===== src/vcp_pkg.sv =====
// register map and constants for the caption and pedestal control bank
package vcp_pkg;

	// ----------------------------------------
	// register indices (byte address = 4 x index)
	// ----------------------------------------
	localparam logic [7:0] IDX_ODD_PED_HIGH = 8'h16;
	localparam logic [7:0] IDX_ODD_PED_LOW  = 8'h17;
	localparam logic [7:0] IDX_GLK_F1       = 8'h18;
	localparam logic [7:0] IDX_F2_OFS       = 8'h19;
	localparam logic [7:0] IDX_PED_LEVEL    = 8'h1A;
	localparam logic [7:0] IDX_CC_FIRST     = 8'h1C;
	localparam logic [7:0] IDX_CC_SECOND    = 8'h1D;
	localparam logic [7:0] IDX_CC_CTL       = 8'h1E;
	localparam logic [7:0] IDX_PDC_START    = 8'h1F;
	localparam logic [7:0] IDX_EQ_HIGH      = 8'h29;
	localparam logic [7:0] IDX_VS_LOW       = 8'h2A;

	// ----------------------------------------
	// field positions
	// ----------------------------------------
	localparam int ALIGN_BIT   = 0;
	localparam int PAL_PH_BIT  = 6;
	localparam int CFRAME_BIT  = 5;
	localparam int LONG_BIT    = 6;
	localparam int HALF_BIT    = 5;
	localparam int CC_EN_BIT   = 7;
	localparam int CC_RTS_BIT  = 6;
	localparam int CC_PAR_BIT  = 5;
	localparam int CC_FLD_BIT  = 4;

	// ----------------------------------------
	// reset values and fixed numbers
	// ----------------------------------------
	localparam logic [7:0] REG_RST       = 8'h00;
	localparam logic [7:0] CC_NULL_BYTE  = 8'h80;
	localparam logic [9:0] DUR_OFS_SHORT = 10'h100;
	localparam logic [9:0] DUR_OFS_LONG  = 10'h200;
	localparam logic [9:0] PED_FIRST_LN  = 10'h111;
	localparam logic [9:0] PED_RANGE_LN  = 10'h11F;
	localparam logic [9:0] PED_LAST_LN   = 10'h20D;
	localparam logic [9:0] HALF_LN_NTSC  = 10'h11B;
	localparam logic [9:0] HALF_LN_PAL   = 10'h017;
	localparam logic [5:0] START_OFS_NT  = 6'h04;
	localparam logic [5:0] START_OFS_PAL = 6'h01;
	localparam logic [5:0] ALIGN_WIN     = 6'h20;

endpackage


===== src/vcp_ctl.sv =====
// control register bank for VBI pedestal, sync alignment, genlock and captions
//
// Decided for this implementation: the APB register port.
`timescale 1ns/1ps

module vcp_ctl
	import vcp_pkg::*;
#(
	parameter logic [9:0] CC_LINE_OFS = 10'h00A
)
(
	// apb slave
	input  wire logic        pclk,
	input  wire logic        presetn,
	input  wire logic        psel,
	input  wire logic        penable,
	input  wire logic        pwrite,
	input  wire logic [9:0]  paddr,
	input  wire logic [31:0] pwdata,
	output logic             pready,
	output logic [31:0]      prdata,
	output logic             pslverr,
	// video timing inputs
	input  wire logic        hsync_input,
	input  wire logic        vsync_input,
	input  wire logic        pal_mode,
	input  wire logic        field_odd,
	input  wire logic [9:0]  line_count,
	input  wire logic        active_line,
	// genlock stream flags
	input  wire logic        pal_phase_flag,
	input  wire logic        color_frame_bit,
	// control outputs
	output logic             field1_start,
	output logic             pal_phase_flip,
	output logic             field_seq_load,
	output logic             pedestal_on,
	output logic [6:0]       comp_pedestal,
	output logic [5:0]       active_start_line,
	output logic             vbi_blank,
	output logic             half_line_blank,
	output logic [9:0]       eq_high_total,
	output logic [9:0]       vs_low_total,
	output logic             cc_send,
	output logic [7:0]       cc_tx_first,
	output logic [7:0]       cc_tx_second,
	output logic             pixel_data_ctl_out
);

	// widened by one bit so a too large offset cannot wrap past the check
	if ({1'b0, CC_LINE_OFS} + 11'h00F > 11'h3FF || CC_LINE_OFS == 10'h000)
	begin
		$error("caption line offset out of range");
	end

	// ----------------------------------------
	// registers
	// ----------------------------------------
	logic [7:0]  ped_high_r, ped_low_r, glk_f1_r, f2_r, ped_lvl_r;
	logic [7:0]  cc_first_r, cc_second_r, cc_ctl_r, pdc_cnt_r;
	logic [7:0]  eq_high_r, vs_low_r;
	logic [14:0] odd_ped_enable_vector;
	logic [7:0]  idx;
	logic        acc, wr_en, addr_ok;
	logic [7:0]  rd_nxt;
	logic        cc_latch;

	assign idx = paddr[9:2];
	assign acc = psel && penable && pready;
	assign wr_en = acc && pwrite && !pslverr;
	assign odd_ped_enable_vector = {ped_high_r, ped_low_r[7:1]};

	// ----------------------------------------
	// apb decode
	// ----------------------------------------
	always_comb
	begin
		addr_ok = (paddr[1:0] == 2'b00);
		rd_nxt = 8'h00;
		if (idx == IDX_ODD_PED_HIGH)
			rd_nxt = ped_high_r;
		else if (idx == IDX_ODD_PED_LOW)
			rd_nxt = ped_low_r;
		else if (idx == IDX_GLK_F1)
			rd_nxt = glk_f1_r;
		else if (idx == IDX_F2_OFS)
			rd_nxt = f2_r;
		else if (idx == IDX_PED_LEVEL)
			rd_nxt = ped_lvl_r;
		else if (idx == IDX_CC_FIRST)
			rd_nxt = cc_first_r;
		else if (idx == IDX_CC_SECOND)
			rd_nxt = cc_second_r;
		else if (idx == IDX_CC_CTL)
			rd_nxt = cc_ctl_r;
		else if (idx == IDX_PDC_START)
			rd_nxt = pdc_cnt_r;
		else if (idx == IDX_EQ_HIGH)
			rd_nxt = eq_high_r;
		else if (idx == IDX_VS_LOW)
			rd_nxt = vs_low_r;
		else
			addr_ok = 1'b0;
	end

	// no wait state: pready and read data are registered in the setup cycle so read data leaves a flop
	always_ff @(posedge pclk or negedge presetn)
	begin
		if (!presetn)
		begin
			pready <= 1'b0;
			prdata <= 32'h0000_0000;
			pslverr <= 1'b0;
		end
		else
		begin
			pready <= psel && !penable;
			pslverr <= psel && !penable && !addr_ok;
			if (psel && !penable)
				prdata <= {24'h00_0000, rd_nxt};
		end
	end

	always_ff @(posedge pclk or negedge presetn)
	begin
		if (!presetn)
		begin
			ped_high_r <= REG_RST;
			ped_low_r <= REG_RST;
			glk_f1_r <= REG_RST;
			f2_r <= REG_RST;
			ped_lvl_r <= REG_RST;
			cc_first_r <= REG_RST;
			cc_second_r <= REG_RST;
			pdc_cnt_r <= REG_RST;
			eq_high_r <= REG_RST;
			vs_low_r <= REG_RST;
		end
		else if (wr_en)
		begin
			// reserved bits masked off at write
			if (idx == IDX_ODD_PED_HIGH)
				ped_high_r <= pwdata[7:0];
			else if (idx == IDX_ODD_PED_LOW)
				ped_low_r <= pwdata[7:0];
			else if (idx == IDX_GLK_F1)
				glk_f1_r <= pwdata[7:0] & 8'h7F;
			else if (idx == IDX_F2_OFS)
				f2_r <= pwdata[7:0] & 8'h7F; // test bit dropped
			else if (idx == IDX_PED_LEVEL)
				ped_lvl_r <= pwdata[7:0] & 8'h7F;
			else if (idx == IDX_CC_FIRST)
				cc_first_r <= pwdata[7:0];
			else if (idx == IDX_CC_SECOND)
				cc_second_r <= pwdata[7:0];
			else if (idx == IDX_PDC_START)
				pdc_cnt_r <= pwdata[7:0];
			else if (idx == IDX_EQ_HIGH)
				eq_high_r <= pwdata[7:0];
			else if (idx == IDX_VS_LOW)
				vs_low_r <= pwdata[7:0];
		end
	end

	// request bit: a software set wins over the hardware clear
	always_ff @(posedge pclk or negedge presetn)
	begin
		if (!presetn)
			cc_ctl_r <= REG_RST;
		else if (wr_en && idx == IDX_CC_CTL)
			cc_ctl_r <= pwdata[7:0];
		else if (cc_latch)
			cc_ctl_r[CC_RTS_BIT] <= 1'b0;
	end

	// ----------------------------------------
	// sync alignment
	// ----------------------------------------
	logic       hs_d_r, vs_d_r, hs_fall, vs_fall;
	logic [5:0] hs_age_r, vs_age_r;
	logic       relax;

	assign relax = ped_low_r[ALIGN_BIT];
	assign hs_fall = hs_d_r && !hsync_input;
	assign vs_fall = vs_d_r && !vsync_input;

	always_ff @(posedge pclk or negedge presetn)
	begin
		if (!presetn)
		begin
			hs_d_r <= 1'b1;
			vs_d_r <= 1'b1;
			hs_age_r <= 6'h3F;
			vs_age_r <= 6'h3F;
		end
		else
		begin
			hs_d_r <= hsync_input;
			vs_d_r <= vsync_input;
			if (hs_fall)
				hs_age_r <= 6'h01;
			else if (hs_age_r != 6'h3F)
				hs_age_r <= hs_age_r + 6'h01;
			if (vs_fall)
				vs_age_r <= 6'h01;
			else if (vs_age_r != 6'h3F)
				vs_age_r <= vs_age_r + 6'h01;
		end
	end

	always_ff @(posedge pclk or negedge presetn)
	begin
		if (!presetn)
			field1_start <= 1'b0;
		else if (!relax)
			field1_start <= hs_fall && vs_fall;
		else
			field1_start <= (hs_fall && (vs_fall || vs_age_r <= ALIGN_WIN))
				|| (vs_fall && hs_age_r <= ALIGN_WIN);
	end

	// ----------------------------------------
	// genlock, pedestal, blanking
	// ----------------------------------------
	logic       f1_sel, ped_line_on;
	logic [5:0] start_line;

	// field 1 means NTSC even or PAL odd
	assign f1_sel = pal_mode ? field_odd : !field_odd;
	assign start_line = (f1_sel ? {1'b0, glk_f1_r[4:0]} : {1'b0, f2_r[4:0]})
		+ (pal_mode ? START_OFS_PAL : START_OFS_NT);

	always_comb
	begin
		ped_line_on = 1'b0;
		if (field_odd && line_count >= PED_FIRST_LN && line_count < PED_RANGE_LN)
			ped_line_on = odd_ped_enable_vector[4'(line_count - PED_FIRST_LN)];
		else if (field_odd && line_count >= PED_RANGE_LN && line_count <= PED_LAST_LN)
			ped_line_on = odd_ped_enable_vector[14];
	end

	always_ff @(posedge pclk or negedge presetn)
	begin
		if (!presetn)
		begin
			pal_phase_flip <= 1'b0;
			field_seq_load <= 1'b0;
			pedestal_on <= 1'b0;
			comp_pedestal <= 7'h00;
			active_start_line <= 6'h00;
			vbi_blank <= 1'b0;
			half_line_blank <= 1'b0;
		end
		else
		begin
			pal_phase_flip <= glk_f1_r[PAL_PH_BIT] && pal_phase_flag;
			field_seq_load <= glk_f1_r[CFRAME_BIT] && color_frame_bit;
			pedestal_on <= ped_line_on;
			// two's complement step; 7'h16 is the 7.5 IRE setup
			comp_pedestal <= ped_line_on ? ped_lvl_r[6:0] : 7'h00;
			active_start_line <= start_line;
			vbi_blank <= line_count < {4'h0, start_line};
			half_line_blank <= !f2_r[HALF_BIT]
				&& line_count == (pal_mode ? HALF_LN_PAL : HALF_LN_NTSC);
		end
	end

	always_ff @(posedge pclk or negedge presetn)
	begin
		if (!presetn)
		begin
			eq_high_total <= DUR_OFS_SHORT;
			vs_low_total <= DUR_OFS_SHORT;
		end
		else
		begin
			eq_high_total <= (f2_r[LONG_BIT] ? DUR_OFS_LONG : DUR_OFS_SHORT)
				+ {2'b00, eq_high_r};
			vs_low_total <= (f2_r[LONG_BIT] ? DUR_OFS_LONG : DUR_OFS_SHORT)
				+ {2'b00, vs_low_r};
		end
	end

	// ----------------------------------------
	// caption insertion
	// ----------------------------------------
	logic [9:0] cc_line;
	logic       cc_field_ok, cc_ln_d_r, cc_on_line, pend_r;
	logic [7:0] tx1_nxt, tx2_nxt;

	assign cc_line = CC_LINE_OFS + {6'h00, cc_ctl_r[3:0]};
	assign cc_field_ok = cc_ctl_r[CC_FLD_BIT] ? !field_odd : field_odd;
	assign cc_on_line = cc_field_ok && line_count == cc_line;
	// latch only once, on the first cycle of the preceding line
	assign cc_latch = cc_field_ok && line_count == cc_line - 10'h001 && !cc_ln_d_r
		&& cc_ctl_r[CC_EN_BIT];

	always_comb
	begin
		tx1_nxt = cc_first_r;
		tx2_nxt = cc_second_r;
		if (cc_ctl_r[CC_PAR_BIT])
		begin
			tx1_nxt[7] = ~^cc_first_r[6:0];
			tx2_nxt[7] = ~^cc_second_r[6:0];
		end
		if (!cc_ctl_r[CC_RTS_BIT])
		begin
			tx1_nxt = CC_NULL_BYTE;
			tx2_nxt = CC_NULL_BYTE;
		end
	end

	always_ff @(posedge pclk or negedge presetn)
	begin
		if (!presetn)
		begin
			cc_ln_d_r <= 1'b0;
			pend_r <= 1'b0;
			cc_send <= 1'b0;
			cc_tx_first <= CC_NULL_BYTE;
			cc_tx_second <= CC_NULL_BYTE;
		end
		else
		begin
			cc_ln_d_r <= cc_field_ok && line_count == cc_line - 10'h001;
			if (cc_latch)
			begin
				cc_tx_first <= tx1_nxt;
				cc_tx_second <= tx2_nxt;
			end
			// one send pulse as the caption line starts
			cc_send <= pend_r && cc_on_line;
			if (cc_latch)
				pend_r <= 1'b1;
			else if (cc_on_line)
				pend_r <= 1'b0;
		end
	end

	// ----------------------------------------
	// pixel data control
	// ----------------------------------------
	logic [8:0] pix_cnt_r;

	always_ff @(posedge pclk or negedge presetn)
	begin
		if (!presetn)
		begin
			pix_cnt_r <= 9'h1FF;
			pixel_data_ctl_out <= 1'b0;
		end
		else
		begin
			// saturate so a long line cannot retrigger the edge
			if (hs_fall)
				pix_cnt_r <= 9'h000;
			else if (pix_cnt_r != 9'h1FF)
				pix_cnt_r <= pix_cnt_r + 9'h001;
			if (hs_fall)
				pixel_data_ctl_out <= 1'b0;
			else if (active_line && pix_cnt_r == {1'b0, pdc_cnt_r})
				pixel_data_ctl_out <= 1'b1;
		end
	end
endmodule


===== config.mk =====
export PLATFORM = sky130hd
export DESIGN_NAME = vcp_ctl
export DESIGN_NICKNAME = d
export VERILOG_FILES = /design/src/vcp_pkg.sv /design/src/vcp_ctl.sv
export SDC_FILE = /design/constraint.sdc
export NUM_CORES = 1
export LEC_CHECK = 0
export BUFFER_PORTS_ARGS = -buffer_cell sky130_fd_sc_hd__buf_2
export CAP_MARGIN = 10
export CORE_MARGIN = 2
export CORE_UTILIZATION = 45
export CTS_CLUSTER_DIAMETER = 30
export DETAILED_ROUTE_END_ITERATION = 7
export GPL_ROUTABILITY_DRIVEN = 0
export PLACE_DENSITY = 0.66
export SETUP_SLACK_MARGIN = 0.4
export SYNTH_ARGS = -nofsm -noshare
export SYNTH_HDL_FRONTEND = slang
export SYNTH_SLANG_ARGS = --single-unit

===== constraint.sdc =====
create_clock -name pclk -period 3.6 [get_ports pclk]
set_clock_uncertainty 0.05 [all_clocks]
set_input_delay 0.72 -clock pclk [delete_from_list [all_inputs] [get_ports pclk]]
set_output_delay 0.72 -clock pclk [all_outputs]
set_load 0.005 [all_outputs]

==> reports/results.txt, run 1 <==
Met2 WL = 10370 µm
CTS Buf Count = 17
Largest stage delay on the critical path = 0.52 ns
Met3 wire len = 1196 µm
Yosys cell types = 66
Pre-CTS setup slack = 0.1881 ns
Synth Register Bits = 175
Placeable Area = 0.01953 mm²
Die H = 145.5 µm
Synth area leaders = dfrtp_1 41%, mux2_2 11%, dfstp_2 7.6%
Worst slew pin tran = 1.015 ns
Cell with the most instances on the worst path = nor4_2
Clk buf depth = 2
IO Pins = 155
Synth top area share = 0.4139
Fillcell total = 1807
Ant diodes = 0
Initial Utilization = 0.4614
TritonCTS clock tree = done
Crit-path slowest cell = dfrtp_1
CTS Hold Bufs = 0
Clock sinks = 175
Power Dens Cells = 428.6 mW/mm²
Largest regs = eq_high_total (9), pix_cnt_r (9), vs_low_total (9)
Die ar. = 0.02117 mm²
Placed insts = 1166
Pleak = 4.961 nW
Max Used Layer = met4
Largest net degree at the start of global routing = 90
Drt first pass iters = 5
Reg2Reg Depth = 8
Post-route non-filler standard cell count = 1198
Post-synth EDFFs = 0
Total routed wirelength = 21930 µm
Min-Delay Path Class = primary input to asynchronous set/reset pin
Final hold vios = 0
Syn_area_per_cell = 10.88 µm²
Maxcap violations = 0
Reg clk slew, reported paths = 0.07 ns
Ys flop type = dfrtp_1
Via count = 6610
Row count = 51
Drc violations = 0
Setup ws final = 0.7148 ns
Fmax achieved = 346.6 MHz
H-tree levels = 4
Nets = 1004
Global-route usage over all layers = 0.2122
Ratio of cells with drive above 1 in the final layout = 0.3055
Die Width = 145.5 µm
VDD IR max = 0.3288 mV
Root Driver = clkbuf_16
First-pass GRT wire length = 35350 µm
CP Cell Sequence = ha_1 > xor3_1 > nor4_2 > nand3_1 > nor4_2 > nand3b_1 > buf_4 > mux2_4
Detail Placement HPWL = 15660 µm
Vias in the first global route = 6502
Setup-failing EPs final = 0
Ys async rst share = 1.000
Initial DRC count = 414
Crit Path Max Fanout = 18
Initial antenna violation count = 0
Routed Antenna Nets = 0
Yosys warnings = 0
Crit path DAT = 3.19 ns
Area growth syn-to-layout = 14.19%
Drt wl/cell = 18.31 µm
Final setup TNS = 0 ns
Clk_lat worst skew = 0.43 ns
Crit path launch type = flip-flop
Synth area leader = dfrtp_1
Max-slew headroom = 0.3182
Mapped Cells = 828
M1 wire length = 9959 µm
Final Max Slew Viols = 0
RSZ-0062 raised after global routing = false
Tcrit/Tclk final = 0.8015
Vias per inst = 5.518
Run status = finished clean
CP Class = flip-flop to flip-flop
WP data required = 3.90 ns
Grt ovf = 0
Port Buffers = 106
Setup crit end kind = flip-flop
Min Tclk post-route = 2.885 ns
Synth Cell Area = 0.009009 mm²
Seq/Total Area, Yosys = 0.4897
==> Yosys cell counts, types with 20 or more instances <==
library cell and number:
dfrtp_1 149, mux2_2 88, nand2_1 66, clkbuf_1 40, inv_1 36, nor2_1 36, a21oi_1 33, xnor2_1 31
o21ai_0 27, buf_4 26, dfstp_2 26, mux2i_1 25, ha_1 20
==> final timing paths <==
kind | startpoint | endpoint | slack (ns)
worst max register to register | cc_ctl_r[1]$_DFFE_PN0P_ | cc_tx_first[7]$_DFFE_PN1P_ | 0.71
worst max-delay path | cc_ctl_r[1]$_DFFE_PN0P_ | cc_tx_first[7]$_DFFE_PN1P_ | 0.71
worst min-delay path | presetn | half_line_blank$_DFF_PN0_ | 0.06
worst min register to register | eq_high_r[2]$_DFFE_PN0P_ | eq_high_total[2]$_DFF_PN0_ | 0.36
min in group pclk | hsync_input | hs_d_r$_DFF_PN1_ | 0.35
max in group asynchronous | presetn | hs_age_r[1]$_DFFE_PN1P_ | 2.74
==> logic make-up (layout without fill, tap and decap cells) <==
group	Yosys count	in the layout	synth area share
buffers and inverters	108	190	0.05958
XOR/XNOR	45	45	0.04542
flip-flops	175	175	0.4897
adder cells (fa/ha/maj)	20	20	0.02778
multiplexers	118	118	0.1486
AND/OR/NAND/NOR	222	222	0.1293
AO/OA/AOI/OAI	139	139	0.09917
other	1	24	0.0004163
==> placed cells by master (no fill, tap or decap), types with 4 or more instances in the layout <==
cell type | synthesis | routed
a211oi_1 | 8 | 8
a21o_1 | 4 | 4
a21oi_1 | 33 | 33
a22oi_1 | 13 | 13
a31oi_1 | 7 | 7
and2_1 | 13 | 13
buf_2 | 2 | 105
buf_4 | 26 | 14
clkbuf_16 | 0 | 18
conb_1 | 1 | 24
dfrtp_1 | 149 | 149
dfstp_2 | 26 | 26
ha_1 | 20 | 20
inv_1 | 36 | 36
mux2_2 | 88 | 88
mux2i_1 | 25 | 25
nand2_1 | 66 | 66
nand2b_1 | 10 | 10
nand3_1 | 15 | 15
nand4_1 | 10 | 10
nor2_1 | 36 | 36
nor2b_1 | 13 | 13
nor3_1 | 17 | 17
nor3b_1 | 6 | 6
nor4b_1 | 5 | 4
o21ai_0 | 27 | 27
o22ai_1 | 17 | 17
o32ai_1 | 4 | 4
or3_1 | 4 | 4
xnor2_1 | 31 | 30
xor2_1 | 13 | 13
==> critical path, delay by kind of cell, from the launching register on <==
kind	cells	cell delay, ns
and+or+nand+nor	4	0.87
DFF	1	0.52
adders and majority gates	1	0.42
xor gates and xnor gates	1	0.38
muxes	1	0.33
buffers and inverters	1	0.24
==> area by class of cell <==
type	count	area (µm²)	area share
clock inverter	9	67.56	0.006568
sequential	175	4412	0.4288
inverter	36	135.1	0.01314
timing repair buffer	122	681.9	0.06629
multi-input combinational	568	4160	0.4044
clock buffer	23	499.2	0.04853
tap	265	331.6	0.03223
==> metal layers <==
layer	vias up	GRT usage
li1	3059	-
met1	3313	0.2901
met2	212	0.3382
met3	26	0.04577
met4	0	0.07108
met5	-	0
==> power by group <==
group / switching [mW] / internal (mW) / leakage, nW
combinational: 0.264 / 0.182 / 2.43
sequential: 0.103 / 2.09 / 2.25
clock: 0.776 / 0.989 / 0.285
total: 1.14 / 3.27 / 4.96
==> through the flow <==
step	hold WS, ns	utilization	power [mW]	area [µm²]
after floorplan	0.3186	-	2.500	9095
after global placement	0.3352	0.4974	2.660	9713
after detailed placement	0.3380	0.4974	2.676	9713
after CTS	0.04641	0.5265	4.443	10280
after global routing	0.04561	0.5268	4.598	10290
final	0.06064	0.5268	4.409	10290
==> repair_timing <==
item,4_1_cts,5_1_grt
setup buffers,0,0
gates resized for setup,0,1
endpoints found under the setup margin,0,1
Note: power is estimated with default switching activity, not from simulation.
==> run 2, diff against run 1 <==
- PLACE_DENSITY: 0.66 -> 0.69
- clock period: 3.6 -> 2.3 ns (I/O delays scaled with it)
==> reports/results.txt, run 2 (synthesized netlist as in run 1, its figures left out) <==
Clk buf depth = 2
Power Dens Cells = 630.1 mW/mm²
RSZ-0062 raised after global routing = true
Total routed wirelength = 23840 µm
Pre-CTS setup slack = -0.5286 ns
Finished Cell Area = 0.01179 mm²
Commonest non-fill, non-tap cell in the layout = dfrtp_1
Setup crit end kind = flip-flop
Setup ws final = -0.1820 ns
Fmax achieved = 402.9 MHz
Min Tclk post-route = 2.482 ns
Area growth syn-to-layout = 30.86%
Crit path launch type = flip-flop
Failing checks = setup timing
CP delay by family, top = simple AND/OR/NAND/NOR gates
Nets = 1104
Setup-failing EPs final = 17
Die Width = 145.5 µm
Crit-path slowest cell = dfrtp_2
Ant diodes = 0
Tcrit/Tclk final = 1.079
Row count = 51
Detail Placement HPWL = 16940 µm
Placeable Area = 0.01953 mm²
Largest stage delay on the critical path = 0.47 ns
Switching share of power = 0.2471
Final setup TNS = -2.112 ns
Final Max Slew Viols = 0
Crit Path Max Fanout = 7
Initial antenna violation count = 0
Pleak = 5.627 nW
Clk_lat worst skew = 0.43 ns
Ratio of cells with drive above 1 in the final layout = 0.4259
Comb pwr share = 0.114
TritonCTS clock tree = done
Max-slew headroom = 0.6520
Internal cell power = 5.593 mW
First-pass GRT wire length = 37870 µm
Global-route usage over all layers = 0.2272
Area after DPL = 0.01068 mm²
Net switching power = 1.835 mW
Clock Power Share = 0.422
Vias per inst = 5.443
Initial DRC count = 545
H-tree levels = 4
IO Pins = 155
Root Driver = clkbuf_16
R2R Setup Slk = -0.18 ns
Crit path DAT = 2.75 ns
Reg clk slew, reported paths = 0.06 ns
Cell with the most instances on the worst path = buf_6
Final hold vios = 0
Largest regs = eq_high_total (9), pix_cnt_r (9), vs_low_total (9)
CP Cell Sequence = buf_6 > ha_4 > xor2_2 > o31ai_2 > o32ai_2 > nor4_4 > nand3b_1 > buf_6 > buf_12 > mux2i_2
Port Buffers = 106
Flop pwr share = 0.464
Drt first pass iters = 5
CP Class = flip-flop to flip-flop
Drc violations = 0
VDD IR max = 0.5077 mV
WP data required = 2.57 ns
CTS Buf Count = 17
Drt wl/cell = 18.37 µm
Run status = finished, violations left
Vias in the first global route = 6973
Routed Antenna Nets = 0
Via count = 7065
Die ar. = 0.02117 mm²
CP bufs+invs = 3
Clock sinks = 175
Overall Power = 7.428 mW
Largest net degree at the start of global routing = 53
Die H = 145.5 µm
Min-Delay Path Class = primary input to flip-flop
Worst slew pin tran = 0.5220 ns
Most frequent cells in the layout = 147 x dfrtp_1, 100 x buf_2, 93 x buf_4
Grt ovf = 0
Maxcap violations = 0
Initial Utilization = 0.4614
==> run 2: changes by cell type in the layout (fill, tap and decap cells not counted), sizes merged <==
cell / delta
dlygate4sd3: +1
buf: +98
clkinvlp: +2
bufinv: +4
clkinv: +1
inv: -6
==> run 2: cell type report <==
type / instances / area (µm²)
Clock inverter: 10 / 158.9
Timing Repair Buffer: 222 / 1610
Inverter: 36 / 142.6
Tap cell: 265 / 331.6
Clock buffer: 22 / 484.2
Multi-Input combinational cell: 568 / 4647
Fill cell: 1653 / 7737
Sequential cell: 175 / 4414
==> run 2: power by group through the flow <==
stage	clock network, mW	logic [mW]	registers [mW]
after floorplan	0	0.505	3.44
after global placement	0	0.765	3.49
after detailed placement	0	0.786	3.49
after CTS	3.18	0.806	3.44
after global routing	3.31	0.951	3.46
final	3.14	0.848	3.44
==> run 2: per-layer routing <==
layer / wire (µm) / up-vias / global-route usage / part of all wire
met5: 0 / - / 0 / 0
met4: 480 / 0 / 0.06029 / 0.020
met3: 1513 / 48 / 0.04232 / 0.063
met2: 11610 / 265 / 0.3758 / 0.49
met1: 10230 / 3487 / 0.3097 / 0.43
li1: - / 3265 / - / -
==> run 2: what timing repair did <==
item,in CTS,in global routing
endpoints found under the setup margin,41,73
gates resized for setup,35,27
hold buffers,1,0
endpoints found under the hold margin,45,0
gates cloned,1,0
pin swaps,11,25
setup buffers,10,12
==> run 2: through the flow <==
step | hold WS, ns | util | cells
finish | 0.08741 | 0.6037 | 1298
global route | 0.08195 | 0.6037 | 1298
CTS | 0.07701 | 0.5921 | 1286
detailed placement | 0.3432 | 0.5468 | 1242
global placement | 0.3329 | 0.5468 | 1242
floorplan | 0.1144 | - | 851
==> run 2: final timing paths <==
path	from	cells past startpoint	endpoint
worst max-delay path	cc_ctl_r[1]$_DFFE_PN0P_	10	cc_tx_first[5]$_DFFE_PN0P_
max in group asynchronous	presetn	3	pix_cnt_r[4]$_DFFE_PN1P_
worst max register to register	cc_ctl_r[1]$_DFFE_PN0P_	10	cc_tx_first[5]$_DFFE_PN0P_
worst min-delay path	hsync_input	1	hs_d_r$_DFF_PN1_
min in group asynchronous	presetn	2	vbi_blank$_DFF_PN0_
worst min register to register	eq_high_r[2]$_DFFE_PN0P_	0	eq_high_total[2]$_DFF_PN0_
==> run 3, diff against run 2 <==
- CORE_ASPECT_RATIO: unset -> 1.75
- CORE_UTILIZATION: 45 -> 30
- PLACE_DENSITY: 0.69 -> 0.5
- RECOVER_POWER: unset -> 50
==> reports/results.txt, run 3 (synthesized netlist as in run 1, its figures left out) <==
Routed Antenna Nets = 0
Post-layout util = 0.4055
Largest regs = eq_high_total (9), pix_cnt_r (9), vs_low_total (9)
Setup ws final = -0.1110 ns
Final hold vios = 0
Vias in the first global route = 7130
Worst Setup SP = cc_ctl_r[2]$_DFFE_PN0P_
Die ar. = 0.03149 mm²
Initial DRC count = 429
Row count = 84
Setup crit end kind = flip-flop
Port Buffers = 106
Pleak = 5.781 nW
IO Pins = 155
Largest stage delay on the critical path = 0.44 ns
Grt ovf = 0
Min Tclk post-route = 2.411 ns
Largest net degree at the start of global routing = 44
Commonest non-fill, non-tap cell in the layout = dfrtp_1
Initial Utilization = 0.3018
Global-route usage over all layers = 0.1800
End of the critical path = cc_tx_first[3]$_DFFE_PN0P_
WP data required = 2.62 ns
Power Dens Cells = 597.7 mW/mm²
Most frequent cells in the layout = 147 x dfrtp_1, 112 x buf_4, 99 x buf_2
Ant diodes = 0
TritonCTS clock tree = done
Worst slew pin tran = 1.035 ns
Failing checks = setup timing
Crit Path Max Fanout = 8
Reg2Reg Depth = 11
Run status = finished, violations left
Vias per inst = 4.883
Tcrit/Tclk final = 1.048
Via count = 7046
RSZ-0062 raised after global routing = true
Setup-failing EPs final = 16
Initial antenna violation count = 0
Clk buf depth = 2
Ratio of cells with drive above 1 in the final layout = 0.4470
Nets = 1127
Reg clk slew, reported paths = 0.07 ns
Fin Hold WS = 0.05760 ns
Die Width = 135.0 µm
Crit path launch type = flip-flop
Drt wl/cell = 19.32 µm
Total routed wirelength = 27880 µm
Fmax achieved = 414.8 MHz
Placeable Area = 0.02985 mm²
Clock sinks = 175
Die H = 233.2 µm
CTS Buf Count = 17
Detail Placement HPWL = 20870 µm
Root Driver = clkbuf_16
CP Cell Sequence = buf_4 > buf_4 > and2_1 > buf_4 > o311a_1 > o32ai_2 > nor4_4 > nand3b_1 > buf_6 > buf_12 > mux2i_1
Final Max Slew Viols = 0
H-tree levels = 4
CP Class = flip-flop to flip-flop
Cell with the most instances on the worst path = buf_4
Area growth syn-to-layout = 34.35%
Drc violations = 0
Clk_lat worst skew = 0.45 ns
Crit-path slowest cell = dfrtp_2
R2R Setup Slk = -0.11 ns
VDD IR max = 0.5431 mV
Max-slew headroom = 0.3099
RR Endpoint = cc_tx_first[3]$_DFFE_PN0P_
Crit path DAT = 2.73 ns
Min-Delay Path Class = primary input to flip-flop
Drt first pass iters = 5
Overall Power = 7.234 mW
Maxcap violations = 0
First-pass GRT wire length = 41720 µm
FF-to-FF Start = cc_ctl_r[2]$_DFFE_PN0P_
-- run 3: cell types whose count changed in the layout (fill, tap and decap cells not counted), sizes merged --
cell and change:
clkbuf +5, buf +14, bufinv -3, inv +7
-- run 3: worst min path at each step --
stage,startpoint,end,cells after the start
2_1_floorplan,presetn,active_start_line[0]$_DFF_PN0_,0
3_3_place_gp,eq_high_r[4]$_DFFE_PN0P_,eq_high_total[4]$_DFF_PN0_,0
3_5_place_dp,presetn,cc_send$_DFF_PN0_,1
5_1_grt,vsync_input,vs_d_r$_DFF_PN1_,1
6_report,vsync_input,vs_d_r$_DFF_PN1_,1
4_1_cts,vsync_input,vs_d_r$_DFF_PN1_,1
-- run 3: timing repair --
action | 4_1_cts | 5_1_grt
endpoints found under the hold margin | 34 | 0
pin swaps | 20 | 29
hold buffers | 1 | 0
setup endpoints to repair | 89 | 86
cloned | 1 | 1
resized for setup | 44 | 45
buffers inserted | 8 | 14
-- run 3: layout make-up --
| type | count | area, µm² |
|---|---|---|
| Inverter | 36 | 142.6 |
| Clock inverter | 14 | 142.6 |
| Multi-Input combinational cell | 568 | 4767 |
| Timing Repair Buffer | 245 | 1713 |
| Fill cell | 2935 | 17750 |
| Clock buffer | 18 | 439.2 |
| Tap cell | 387 | 484.2 |
| Sequential cell | 175 | 4414 |
-- run 3: power breakdown --
part | switching [mW] | internal, mW
sequential | 0.160 | 3.27
clock | 1.35 | 1.55
combinational | 0.494 | 0.397
-- run 3: metal layers --
layer / routed length, µm / up-vias / share of wire / track usage
met5: 0 / - / 0 / 0
met4: 1248 / 0 / 0.045 / 0.09245
met3: 876 / 52 / 0.031 / 0.03016
met2: 15370 / 177 / 0.55 / 0.3365
met1: 10390 / 3500 / 0.37 / 0.1915
li1: - / 3317 / - / -
-- run 3: worst max-delay path, delay by kind of cell, from the launching register on --
family	cells	cell delay, ns
AND/OR/NAND/NOR	3	0.40
multiplexers	1	0.19
AO/OA/AOI/OAI	2	0.50
flip-flops	1	0.44
buffers and inverters	5	0.75
-- run 3: per-stage QoR --
stage          setup WS (ns)  cells  instance area (µm²)  setup TNS, ns
2_1_floorplan        -0.2842    851                 9472        -0.4244
3_3_place_gp         -0.5068   1386                10970         -8.209
3_5_place_dp         -0.5444   1386                10970         -8.328
4_1_cts              -0.1789   1428                11850         -2.332
5_1_grt              -0.2582   1443                12100         -4.377
6_report             -0.1110   1443                12100         -1.308
